`config.mk`:
```
export PLATFORM = sky130hd
export DESIGN_NAME = single_wire_command_decoder
export DESIGN_NICKNAME = d
export VERILOG_FILES = /design/src/inc/swcd_pkg.sv /design/src/hw/reg_byte_ram.sv /design/src/hw/single_wire_command_decoder.sv
export SDC_FILE = /design/constraint.sdc
export NUM_CORES = 1
export LEC_CHECK = 0
export ABC_AREA = 1
export BUFFER_PORTS_ARGS = -buffer_cell sky130_fd_sc_hd__buf_2
export CAP_MARGIN = 20
export CORE_ASPECT_RATIO = 2
export CORE_MARGIN = 2
export CORE_UTILIZATION = 65
export CTS_CLUSTER_SIZE = 20
export DETAILED_ROUTE_END_ITERATION = 8
export GPL_ROUTABILITY_DRIVEN = 0
export PLACE_DENSITY = 0.82
export SYNTH_ARGS = -nofsm -noshare
export SYNTH_HDL_FRONTEND = slang
export SYNTH_SLANG_ARGS = --single-unit
```
`constraint.sdc`:
```
create_clock -name clk -period 13.3 [get_ports clk]
set_input_delay 1.995 -clock clk [delete_from_list [all_inputs] [get_ports clk]]
set_output_delay 1.995 -clock clk [all_outputs]
set_load 0.01 [all_outputs]
```
`src/inc/swcd_pkg.sv`:
```
// What this block does
// - Command byte is eight bits: top bit selects write or read, rest address.
// - Selector one: next received byte is stored into the addressed register.
// - Selector zero: device transmits current contents of the addressed register.
// - Register address comes from command bits six down to zero, 128 bytes.
// - A 16-bit register pair is refreshed no more often than once per 0.8 s.
// - Command and data bytes travel least significant bit first, both directions.
// - After a read command the device waits the response delay, then drives data.
package swcd_pkg;
  // ----------------------------------------------------------------
  // command byte layout
  // ----------------------------------------------------------------
  localparam int CMD_W = 8;
  localparam int WR_BIT = 7;
  localparam int ADDR_MSB = 6;
  localparam int ADDR_LSB = 0;
  localparam int ADDR_W = ADDR_MSB - ADDR_LSB + 1;
  localparam int DATA_W = 8;
  localparam logic [2:0] BIT_LAST = 3'h7;
  localparam logic PAIR_HI_OFS = 1'b1; // high byte of a pair sits at the odd address
  // ----------------------------------------------------------------
  // timing, times in ns and counts at the 50 MHz clock
  // ----------------------------------------------------------------
  localparam int CLK_NS = 20;
  localparam int T_SPLIT_NS = 100000;      // host low shorter than this reads as one
  localparam int T_BREAK_NS = 190000;      // least low time taken as a break
  localparam int T_RESP_NS = 190000;       // response delay before the first data bit
  localparam int T_DW1_NS = 40000;         // device low time for a one
  localparam int T_DW0_NS = 120000;        // device low time for a zero
  localparam int T_CYCD_NS = 200000;       // device bit cycle
  localparam int T_PAIR_NS = 800000000;    // least spacing of pair refreshes
  localparam int SPLIT_CYC = (T_SPLIT_NS + CLK_NS - 1) / CLK_NS;
  localparam int BREAK_CYC = (T_BREAK_NS + CLK_NS - 1) / CLK_NS;
  localparam int RESP_CYC = (T_RESP_NS + CLK_NS - 1) / CLK_NS;
  localparam int DW1_CYC = (T_DW1_NS + CLK_NS - 1) / CLK_NS;
  localparam int DW0_CYC = (T_DW0_NS + CLK_NS - 1) / CLK_NS;
  localparam int CYCD_CYC = (T_CYCD_NS + CLK_NS - 1) / CLK_NS;
  localparam int PAIR_CYC = (T_PAIR_NS + CLK_NS - 1) / CLK_NS;
  localparam int CNT_W = 16;
  localparam int PAIR_CNT_W = 26;
endpackage : swcd_pkg

```
`src/hw/reg_byte_ram.sv`:
```
`timescale 1ns/1ps
// ----------------------------------------------------------------
// byte register store, one write port, registered read
// ----------------------------------------------------------------
module reg_byte_ram #(
  parameter int ADDR_W = 7,
  parameter int DATA_W = 8
) (
  // clock
  input wire logic clk,
  input wire logic ce,
  // write port
  input wire logic we,
  input wire logic [ADDR_W-1:0] waddr,
  input wire logic [DATA_W-1:0] wdata,
  // read port
  input wire logic [ADDR_W-1:0] raddr,
  output logic [DATA_W-1:0] rdata
);
  logic [DATA_W-1:0] mem [0:(1<<ADDR_W)-1];

  // no reset on the array: it would cost a clear cycle per word
  always_ff @(posedge clk) begin
    if (ce) begin
      if (we) begin
        mem[waddr] <= wdata;
      end
      rdata <= mem[raddr];
    end
  end
endmodule : reg_byte_ram

```
`src/hw/single_wire_command_decoder.sv`:
```
`timescale 1ns/1ps
module single_wire_command_decoder #(
  parameter int SPLIT_CYC = swcd_pkg::SPLIT_CYC,
  parameter int BREAK_CYC = swcd_pkg::BREAK_CYC,
  parameter int RESP_CYC = swcd_pkg::RESP_CYC,
  parameter int DW1_CYC = swcd_pkg::DW1_CYC,
  parameter int DW0_CYC = swcd_pkg::DW0_CYC,
  parameter int CYCD_CYC = swcd_pkg::CYCD_CYC,
  parameter int PAIR_CYC = swcd_pkg::PAIR_CYC
) (
  // clock and reset
  input wire logic clk,
  input wire logic reset_n,
  input wire logic ce,
  // single-wire open-drain pin
  input wire logic line_in,
  output logic line_out,
  output logic line_oe,
  // gauge core pair refresh
  input wire logic core_pair_we,
  input wire logic [swcd_pkg::ADDR_W-2:0] core_pair_addr,
  input wire logic [2*swcd_pkg::DATA_W-1:0] core_pair_data,
  output logic core_ready,
  // host write notification
  output logic host_wr_valid,
  output logic [swcd_pkg::ADDR_W-1:0] host_wr_addr,
  output logic [swcd_pkg::DATA_W-1:0] host_wr_data
);
  typedef enum logic [2:0] {st_idle, st_rx_low, st_brk_wait, st_resp, st_tx} state_t;

  state_t state, next_state;
  logic line_s1, line_s2, line_s3, line, line_d;
  logic [swcd_pkg::CNT_W-1:0] cnt;
  logic [2:0] bit_cnt, tx_cnt;
  logic data_phase;
  logic [swcd_pkg::CMD_W-1:0] shreg, cmd, tx_shift;
  logic [swcd_pkg::DATA_W-1:0] rdata;
  logic [1:0] pend, next_pend;
  logic [swcd_pkg::PAIR_CNT_W-1:0] pair_cnt, next_pair_cnt;
  logic [swcd_pkg::ADDR_W-2:0] pair_addr;
  logic [2*swcd_pkg::DATA_W-1:0] pair_data;
  logic mem_we;
  logic [swcd_pkg::ADDR_W-1:0] mem_waddr;
  logic [swcd_pkg::DATA_W-1:0] mem_wdata;

  // ----------------------------------------------------------------
  // pin synchroniser and glitch filter
  // ----------------------------------------------------------------
  // only s2 and s3 are compared; s1 may be metastable
  always_ff @(posedge clk or negedge reset_n) begin
    if (!reset_n) begin
      line_s1 <= 1'b1;
      line_s2 <= 1'b1;
      line_s3 <= 1'b1;
      line <= 1'b1;
      line_d <= 1'b1;
    end else if (ce) begin
      line_s1 <= line_in;
      line_s2 <= line_s1;
      line_s3 <= line_s2;
      if (line_s2 == line_s3) begin
        line <= line_s3;
      end
      line_d <= line;
    end
  end

  wire fall = line_d & ~line;
  wire rise = ~line_d & line;
  wire rx_bit = (cnt < swcd_pkg::CNT_W'(SPLIT_CYC)); // short low is a one
  wire [swcd_pkg::CMD_W-1:0] rx_byte = {rx_bit, shreg[swcd_pkg::CMD_W-1:1]};
  wire brk = (state == st_rx_low) && !line && (cnt == swcd_pkg::CNT_W'(BREAK_CYC - 1));
  wire byte_done = (state == st_rx_low) && rise && (bit_cnt == swcd_pkg::BIT_LAST);
  wire host_we = byte_done && data_phase;
  wire is_read = byte_done && !data_phase && !rx_byte[swcd_pkg::WR_BIT];
  wire bit_end = (state == st_tx) && (cnt == swcd_pkg::CNT_W'(CYCD_CYC - 1));

  // ----------------------------------------------------------------
  // serial engine state
  // ----------------------------------------------------------------
  // a host break during a device bit is ignored, the line is ours then
  always_comb begin
    next_state = state;
    case (state)
      st_idle: begin
        if (fall) begin
          next_state = st_rx_low;
        end
      end
      st_rx_low: begin
        if (brk) begin
          next_state = st_brk_wait;
        end else if (rise) begin
          next_state = is_read ? st_resp : st_idle;
        end
      end
      st_brk_wait: begin
        if (line) begin
          next_state = st_idle;
        end
      end
      st_resp: begin
        if (fall) begin
          next_state = st_rx_low;
        end else if (cnt == swcd_pkg::CNT_W'(RESP_CYC - 1)) begin
          next_state = st_tx;
        end
      end
      st_tx: begin
        if (bit_end && tx_cnt == swcd_pkg::BIT_LAST) begin
          next_state = st_idle;
        end
      end
      default: begin
        next_state = st_idle;
      end
    endcase
  end

  always_ff @(posedge clk or negedge reset_n) begin
    if (!reset_n) begin
      state <= st_idle;
    end else if (ce) begin
      state <= next_state;
    end
  end

  // phase timer, restarts with each state and each device bit; saturates
  always_ff @(posedge clk or negedge reset_n) begin
    if (!reset_n) begin
      cnt <= '0;
    end else if (ce) begin
      if (next_state != state || bit_end) begin
        cnt <= '0;
      end else if (cnt != '1) begin
        cnt <= cnt + 1'b1;
      end
    end
  end

  // ----------------------------------------------------------------
  // receive shifter and command decode
  // ----------------------------------------------------------------
  always_ff @(posedge clk or negedge reset_n) begin
    if (!reset_n) begin
      bit_cnt <= '0;
      data_phase <= 1'b0;
      shreg <= '0;
      cmd <= '0;
    end else if (ce) begin
      if (brk) begin
        bit_cnt <= '0; // partial byte dropped
        data_phase <= 1'b0;
      end else if (state == st_rx_low && rise) begin
        shreg <= rx_byte;
        bit_cnt <= bit_cnt + 1'b1;
        if (bit_cnt == swcd_pkg::BIT_LAST) begin
          if (!data_phase) begin
            cmd <= rx_byte;
            data_phase <= rx_byte[swcd_pkg::WR_BIT];
          end else begin
            data_phase <= 1'b0;
          end
        end
      end else if (state == st_resp && fall) begin
        bit_cnt <= '0; // host gave up waiting and starts over
      end
    end
  end

  // ----------------------------------------------------------------
  // transmit shifter
  // ----------------------------------------------------------------
  // data is taken at the end of the delay, so a refresh during it is seen
  always_ff @(posedge clk or negedge reset_n) begin
    if (!reset_n) begin
      tx_shift <= '0;
      tx_cnt <= '0;
      line_oe <= 1'b0;
      line_out <= 1'b0;
    end else if (ce) begin
      if (state == st_resp) begin
        tx_shift <= rdata;
        tx_cnt <= '0;
      end else if (bit_end) begin
        tx_shift <= {1'b0, tx_shift[swcd_pkg::CMD_W-1:1]};
        tx_cnt <= tx_cnt + 1'b1;
      end
      line_oe <= (state == st_tx) &&
                 (cnt < swcd_pkg::CNT_W'(tx_shift[0] ? DW1_CYC : DW0_CYC));
      line_out <= 1'b0; // open drain: only ever pulls low
    end
  end

  // ----------------------------------------------------------------
  // pair refresh from the gauge core
  // ----------------------------------------------------------------
  wire accept = core_pair_we && core_ready;
  wire pair_full = (pair_cnt == swcd_pkg::PAIR_CNT_W'(PAIR_CYC - 1));

  // host writes win the port; the core pair waits a cycle
  always_comb begin
    next_pend = pend;
    next_pair_cnt = pair_full ? pair_cnt : pair_cnt + 1'b1;
    if (accept) begin
      next_pend = 2'h2;
      next_pair_cnt = '0;
    end else if (pend != 2'h0 && !host_we) begin
      next_pend = pend - 1'b1;
    end
  end

  always_ff @(posedge clk or negedge reset_n) begin
    if (!reset_n) begin
      pend <= 2'h0;
      pair_cnt <= swcd_pkg::PAIR_CNT_W'(PAIR_CYC - 1);
      pair_addr <= '0;
      pair_data <= '0;
      core_ready <= 1'b0;
    end else if (ce) begin
      pend <= next_pend;
      pair_cnt <= next_pair_cnt;
      core_ready <= (next_pend == 2'h0) &&
                    (next_pair_cnt == swcd_pkg::PAIR_CNT_W'(PAIR_CYC - 1));
      if (accept) begin
        pair_addr <= core_pair_addr;
        pair_data <= core_pair_data;
      end
    end
  end

  // write port mux: high byte first, then low
  always_comb begin
    mem_we = host_we || (pend != 2'h0);
    mem_waddr = cmd[swcd_pkg::ADDR_MSB:swcd_pkg::ADDR_LSB];
    mem_wdata = rx_byte;
    if (!host_we) begin
      mem_waddr = {pair_addr, (pend == 2'h2) ? swcd_pkg::PAIR_HI_OFS : ~swcd_pkg::PAIR_HI_OFS};
      mem_wdata = (pend == 2'h2) ? pair_data[2*swcd_pkg::DATA_W-1:swcd_pkg::DATA_W]
                                 : pair_data[swcd_pkg::DATA_W-1:0];
    end
  end

  reg_byte_ram #(
    .ADDR_W(swcd_pkg::ADDR_W),
    .DATA_W(swcd_pkg::DATA_W)
  ) u_regs (
    .clk(clk),
    .ce(ce),
    .we(mem_we),
    .waddr(mem_waddr),
    .wdata(mem_wdata),
    .raddr(cmd[swcd_pkg::ADDR_MSB:swcd_pkg::ADDR_LSB]),
    .rdata(rdata)
  );

  // host write notification toward the gauge core
  always_ff @(posedge clk or negedge reset_n) begin
    if (!reset_n) begin
      host_wr_valid <= 1'b0;
      host_wr_addr <= '0;
      host_wr_data <= '0;
    end else if (ce) begin
      host_wr_valid <= host_we;
      if (host_we) begin
        host_wr_addr <= cmd[swcd_pkg::ADDR_MSB:swcd_pkg::ADDR_LSB];
        host_wr_data <= rx_byte;
      end
    end
  end
endmodule : single_wire_command_decoder

```
# Word-level counts from Yosys, hierarchy flattened
# Memory sizes are Yosys's and may differ from the RTL's. A register that Yosys moved wholly into a read port is not among the register bits.
# Index checks and enable logic that the tools add are counted.
totals:
  reg_bits: 122
  mem_bits_rw: 1024
  in_bits: 27
  output_inout_bits: 19
  word_cells: 121
  mem_count: 1
mem_list:
  columns: ["name", "depth", "width", "rd", "rd_clocked_by_memory_dff", "write_ports", "line_no", "text"]
  rows:
  - ["u_regs.mem", 128, 8, 1, 1, 1, "reg_byte_ram.sv:20", "logic [DATA_W-1:0] mem [0:(1<<ADDR_W)-1];"]
op_classes:
  n_addsub: 5
  n_lt_le_gt_ge: 2
  n_eq_ne: 14
  mux: 34
  bitwise: 6
  n_reduce_logical: 37
ops:
  columns: ["operator", "count"]
  rows:
  - ["26-bit == test (second input constant)", 2]
  - ["26-bit 2-to-1 mux", 2]
  - ["3-bit 2-to-1 mux", 12]
  - ["16-bit by 14-bit == test with 1-bit output (second input constant)", 2]
  - ["16-bit 2-to-1 mux", 2]
  - ["8-bit 2-to-1 mux", 4]
  - ["26-bit by 1-bit adder with 26-bit output (second input constant)", 1]
  - ["16-bit by 1-bit adder with 16-bit output (second input constant)", 1]
  - ["16-bit by 13-bit less-than comparator with 1-bit output", 1]
  - ["16-bit by 13-bit less-than comparator with 1-bit output (second input constant)", 1]
  - ["16-bit != test (second input constant)", 1]
  - ["3-bit one-hot mux with 5 select lines", 1]
  - ["1-bit logical AND", 14]
  - ["13-bit 2-to-1 mux", 1]
  - ["2-bit AND reduction", 6]
  - ["2-bit nonzero test", 5]
  - ["3-bit == test (second input constant)", 3]
  - ["1-bit 2-to-1 mux", 8]
  - ["7-bit 2-to-1 mux", 1]
  - ["3-bit by 1-bit adder with 3-bit output (second input constant)", 2]
  - ["3-bit by 2-bit == test with 1-bit output (second input constant)", 2]
  - ["2-bit 2-to-1 mux", 3]
  - ["3-bit AND reduction", 2]
  - ["5-bit AND reduction", 1]
  - ["12 further kinds", 20]

# Longest topological paths before layout
logic_depth:
  ltp_word: 14
  depth_mapped: 16
  depth_no_buf: 15

# Hierarchy
# A second synthesis with hierarchy kept.
unflattened:
  cells_unflattened: 4482
  area_unflattened_um2: 49319.8
by_module_without_submodules:
  columns: ["module", "instances", "cells_each", "area_per_inst_um2", "seq_area_each_um2"]
  rows:
  - ["reg_byte_ram", 1, 3577, 42393.2, 30989.7]
  - ["single_wire_command_decoder", 1, 905, 6926.6, 3054.2]

# Worst setup path after synthesis
# Ideal clock, no wire load.
synth_timing:
  path_type: "register -> register"
  startpoint: "reg bit_cnt[0]"
  endpoint: "mem u_regs.mem[0][5] (data pin)"
  setup_time_ns: 0.969
  arrival_ns: 4.997
  required_time_ns: 12.331
  setup_slack_ns: 7.334
  stages_incl_launch_ff: 8
  n_path_buf: 2
  synth_period_minus_slack_ns: 5.966
  path_cell_list: "dfrtp_1 > ha_1 > ha_1 > nand4_2 > buf_2 > buf_1 > nor2_1 > a31oi_1"
synth_via:
  elab_chain_len: 4
synth_lines:
  columns: ["element", "line_no", "text"]
  rows:
  - ["from (decl)", "single_wire_command_decoder.sv:34", "logic [2:0] bit_cnt, tx_cnt;"]
  - ["from (signal assigned)", "single_wire_command_decoder.sv:156", "bit_cnt <= bit_cnt + 1'b1;"]
  - ["3-bit == test", "single_wire_command_decoder.sv:73", "wire byte_done = (state == st_rx_low) && rise && (bit_cnt == swcd_pkg::BIT_LAST);"]
  - ["1-bit logical AND", "single_wire_command_decoder.sv:73", null]
  - ["1-bit logical AND", "single_wire_command_decoder.sv:74", "wire host_we = byte_done && data_phase;"]
  - ["8-bit 2-to-1 mux", "single_wire_command_decoder.sv:237", "if (!host_we) begin"]
  - ["named net mem_wdata, one bit", "single_wire_command_decoder.sv:44", "logic [swcd_pkg::DATA_W-1:0] mem_wdata;"]
  - ["to (decl)", "reg_byte_ram.sv:20", null]
# The timed path passes the listed nets, and every way through them passes these cells.

==> run_results.csv <==
group,metric,value,unit
pwr,worst_voltage_drop_across_the_vdd_grid,0.1032,mV
detailed_routing,initialDrtViolationCount,4780,
final_layout,flow.area_growth_from_synthesis,8.146,%
worst_setup_path,critPathSlowestCell,"buf_4",
worst_setup_path,critical_path.cell_chain,"inv_8 > buf_4 > buf_4 > o21ai_0 > o22ai_1 > nand2_1 > nand3_1 > nand3_1 > o21ai_1 > nand2_1 > nand2_1 > nand2_1 > nand2_1",
clocking,ctsRootBufferMaster,"clkbuf_16",
detailed_routing,avgViaCountPerCell,6.642,
floorplanning,initial_core_util,65.83,%
floorplanning,dieHeight,388.2,um
floorplanning,ios,46,
clocking,clock_latency,0.68,ns
clocking,clock_h_tree_levels,3,
run,drv_cap,0,
worst_setup_path,critical_path.max_fanout,158,
place,place.detailed.instances,4933,
detailed_routing,wl_per_cell,25.49,um
yosys,seq_area_frac_synth,70.97,%
worst_setup_path,rr_worst_depth,13,
worst_setup_path,critical_path.endpoint_type,"flip-flop",
detailed_routing,postRouteWirelength,130000,um
yosys,postSynthRegisterBits,1153,
sta,slew_viols_final,0,
final_layout,fillers,4661,
grt,antenna_violations_before_repair,3,
sta,report.final.hold_viol_count,0,
sta,fin_crit,5.023,ns
worst_setup_path,timing.critical_path.slowest_cell_delay,0.89,ns
yosys,ys_dominant_reg_cell,"edfxtp_1",
sta,worstMarginPinSlew,1.145,ns
worst_hold_path,number_of_cells_on_the_worst_hold_path,2,
grt,global_route.overflow_total,0,
floorplanning,die_x,196.1,um
yosys,syn-mean-instance-area,11.45,um2
clocking,ctsHoldBuffers,0,
yosys,synth_edf_count,1032,
worst_setup_path,cp_data_required_time,13.83,ns
sta,tns,0,ns
pwr,total_leakage_power,20.73,nW
yosys,netlist_instances,4189,
worst_setup_path,critical_path_most_common_cell,"nand2_1",
grt,groute.usage.overall,34.17,%
pwr,p_per_area,138.4,nW/um2
sta,unrepaired_setup_endpoints_after_global_routing,"no",
yosys,async_sr_flop_fraction,10.49,%
final_layout,finish.utilization,71.19,%
clocking,cts_num_sinks,1153,
sta,finClkSkew,0.02793,ns
yosys,syn-num-nets,4227,
place,hpwl,76700,um
clocking,post_cts_buffers,0,
clocking,post_cts_resize_count,0,
floorplanning,die_area,76120,um2
place,placedInstanceArea,48790,um2
sta,final-setup-viol-count,0,
detailed_routing,ant_nets,0,
clocking,cts_buffer_depth,3,
detailed_routing,drc,0,
floorplanning,core_area,72870,um2
status,outcome,"finished, final reports clean",
yosys,synthesis.area,47970,um2
final_layout,final_design_area_no_fill,51880,um2
worst_setup_path,cp-start-kind,"flip-flop",
yosys,yosys.cell_types.count,48,
final_layout,post_route_non_filler_standard_cell_count,5098,
worst_setup_path,cp_data_arrival_time,5.55,ns
worst_setup_path,path_class,"reg -> reg",
grt,grt_pass1_wl,192700,um
final_layout,layout.cells.most_common_list,"edfxtp_1, nor2_1, nand2_1",
clocking,cts_made_buffers,91,
final_layout,layout.cells.most_common,"edfxtp_1",
detailed_routing,num_vias,33860,
place,port-buffer-count,44,
sta,relSlewSlack,23.49,%
grt,maximum_number_of_pins_on_one_net_before_global_route_repair,238,
detailed_routing,detailedRoute.firstPassIterationCount,6,
yosys,synth.yosys.warnings,0,
final_layout,drive_above_1_share,7.764,%
clocking,cts_tree,"done",
final_layout,layout.nets,4142,
grt,via_count_of_the_first_global_routing_pass,33000,
floorplanning,fp-row-count,140,
worst_hold_path,hp-class,"reg -> reg",
sta,final.period_utilization,37.77,%
sta,clock.fmax,199.1,MHz
clocking,clk_pin_slew,0.07,ns
==> final cells by class <==
type | instances | area [um2] | area share [%]
sequential | 1153 | 34060 | 65.65
antenna | 2 | 5.005 | 0.009647
inverter | 107 | 416.7 | 0.8031
timing repair buffer | 85 | 603.1 | 1.163
clock inverter | 54 | 614.3 | 1.184
multi-input combinational | 2666 | 12590 | 24.27
tap | 923 | 1155 | 2.226
clock buffer | 108 | 2436 | 4.696
==> kinds of logic (layout without fill, tap and decap cells) <==
kind of cell             after synthesis  after routing  synth area share (%)
adder cells (fa/ha/maj)               11             11                0.2869
other                                  1              3              0.007817
multiplexers                          22             22                0.5165
AO/OA/AOI/OAI                        945            945                 10.79
flip-flops                          1153           1153                 70.97
buffers and inverters                370            354                 3.033
XOR/XNOR                              22             22                0.4017
AND/OR/NAND/NOR                     1665           1665                 14.00
==> power by group <==
part           internal [mW]  total (mW)  switching, mW
registers               3.96        4.01         0.0484
clock network           1.55        2.81           1.26
logic                  0.102       0.369          0.267
==> stage by stage <==
stage | setup slack [ns] | power [mW] | hold slack (ns)
detailed placement | 8.230 | 4.432 | 0.4565
CTS | 8.610 | 7.162 | 0.4672
finish | 8.277 | 7.181 | 0.4644
floorplan | 7.334 | 4.309 | 0.4422
global placement | 8.268 | 4.419 | 0.4537
global route | 8.099 | 7.344 | 0.4853
==> registers in the layout (all words and copies together), names as in the netlist, 2 cells and up <==
name and flops:
cnt 16, tx_cnt 3, shreg 7, bit_cnt 3, pair_data 16, state 3
pair_addr 6, host_wr_data 8, u_regs.mem 1024, u_regs.rdata 8, tx_shift 8, pend 2
pair_cnt 26, host_wr_addr 7, cmd 7
==> synthesized netlist by cell type, types with 6 or more instances <==
library cell | number | area (um2)
edfxtp_1 | 1032 | 30990
nor2_1 | 763 | 2864
nand2_1 | 644 | 2417
o21ai_0 | 604 | 3023
o22ai_1 | 257 | 1608
clkbuf_1 | 199 | 747.0
nand3_1 | 190 | 950.9
dfrtp_1 | 100 | 2502
inv_1 | 97 | 364.1
buf_2 | 32 | 160.2
buf_1 | 26 | 97.59
o21ai_1 | 24 | 120.1
mux2_2 | 22 | 247.7
dfstp_2 | 21 | 551.8
nor3_1 | 20 | 100.1
xor2_1 | 19 | 166.4
a31oi_1 | 18 | 112.6
o211ai_1 | 16 | 120.1
nand4_1 | 15 | 93.84
a21oi_1 | 12 | 60.06
ha_1 | 11 | 137.6
nor2_2 | 10 | 62.56
inv_2 | 8 | 30.03
o21ai_2 | 7 | 61.31
nor3_2 | 6 | 60.06
==> per-layer routing <==
metal / wire [um] / GRT usage, % / vias up
met2: 64700 / 57.99 / 2441
met3: 12140 / 6.108 / 605
met1: 41070 / 37.71 / 16080
met4: 12050 / 27.45 / 0
li1: - / - / 14730
met5: 0 / 0 / -
==> path summary, 6_finish.rpt <==
| check | start | to | slack (ns) |
|---|---|---|---|
| setup / recovery | cmd[0]$_DFFE_PN0P_ | u_regs.rdata[2]$_DFFE_PP_ | 8.28 |
| hold / removal | line_s2$_DFFE_PN1P_ | line_s2$_DFFE_PN1P_ | 0.46 |
| setup reg to reg | cmd[0]$_DFFE_PN0P_ | u_regs.rdata[2]$_DFFE_PP_ | 8.28 |
| hold reg to reg | line_s2$_DFFE_PN1P_ | line_s2$_DFFE_PN1P_ | 0.46 |
| max in group asynchronous | reset_n | cmd[0]$_DFFE_PN0P_ | 10.51 |
| min in group asynchronous | reset_n | cmd[3]$_DFFE_PN0P_ | 1.34 |
==> critical path, delay by kind of cell (launching register included) <==
family | cells | cell delay (ns)
flops | 1 | 0.76
simple gates | 7 | 0.92
compound gates | 3 | 0.62
buf+inv | 3 | 2.33
(Power assumes the default switching activity.)
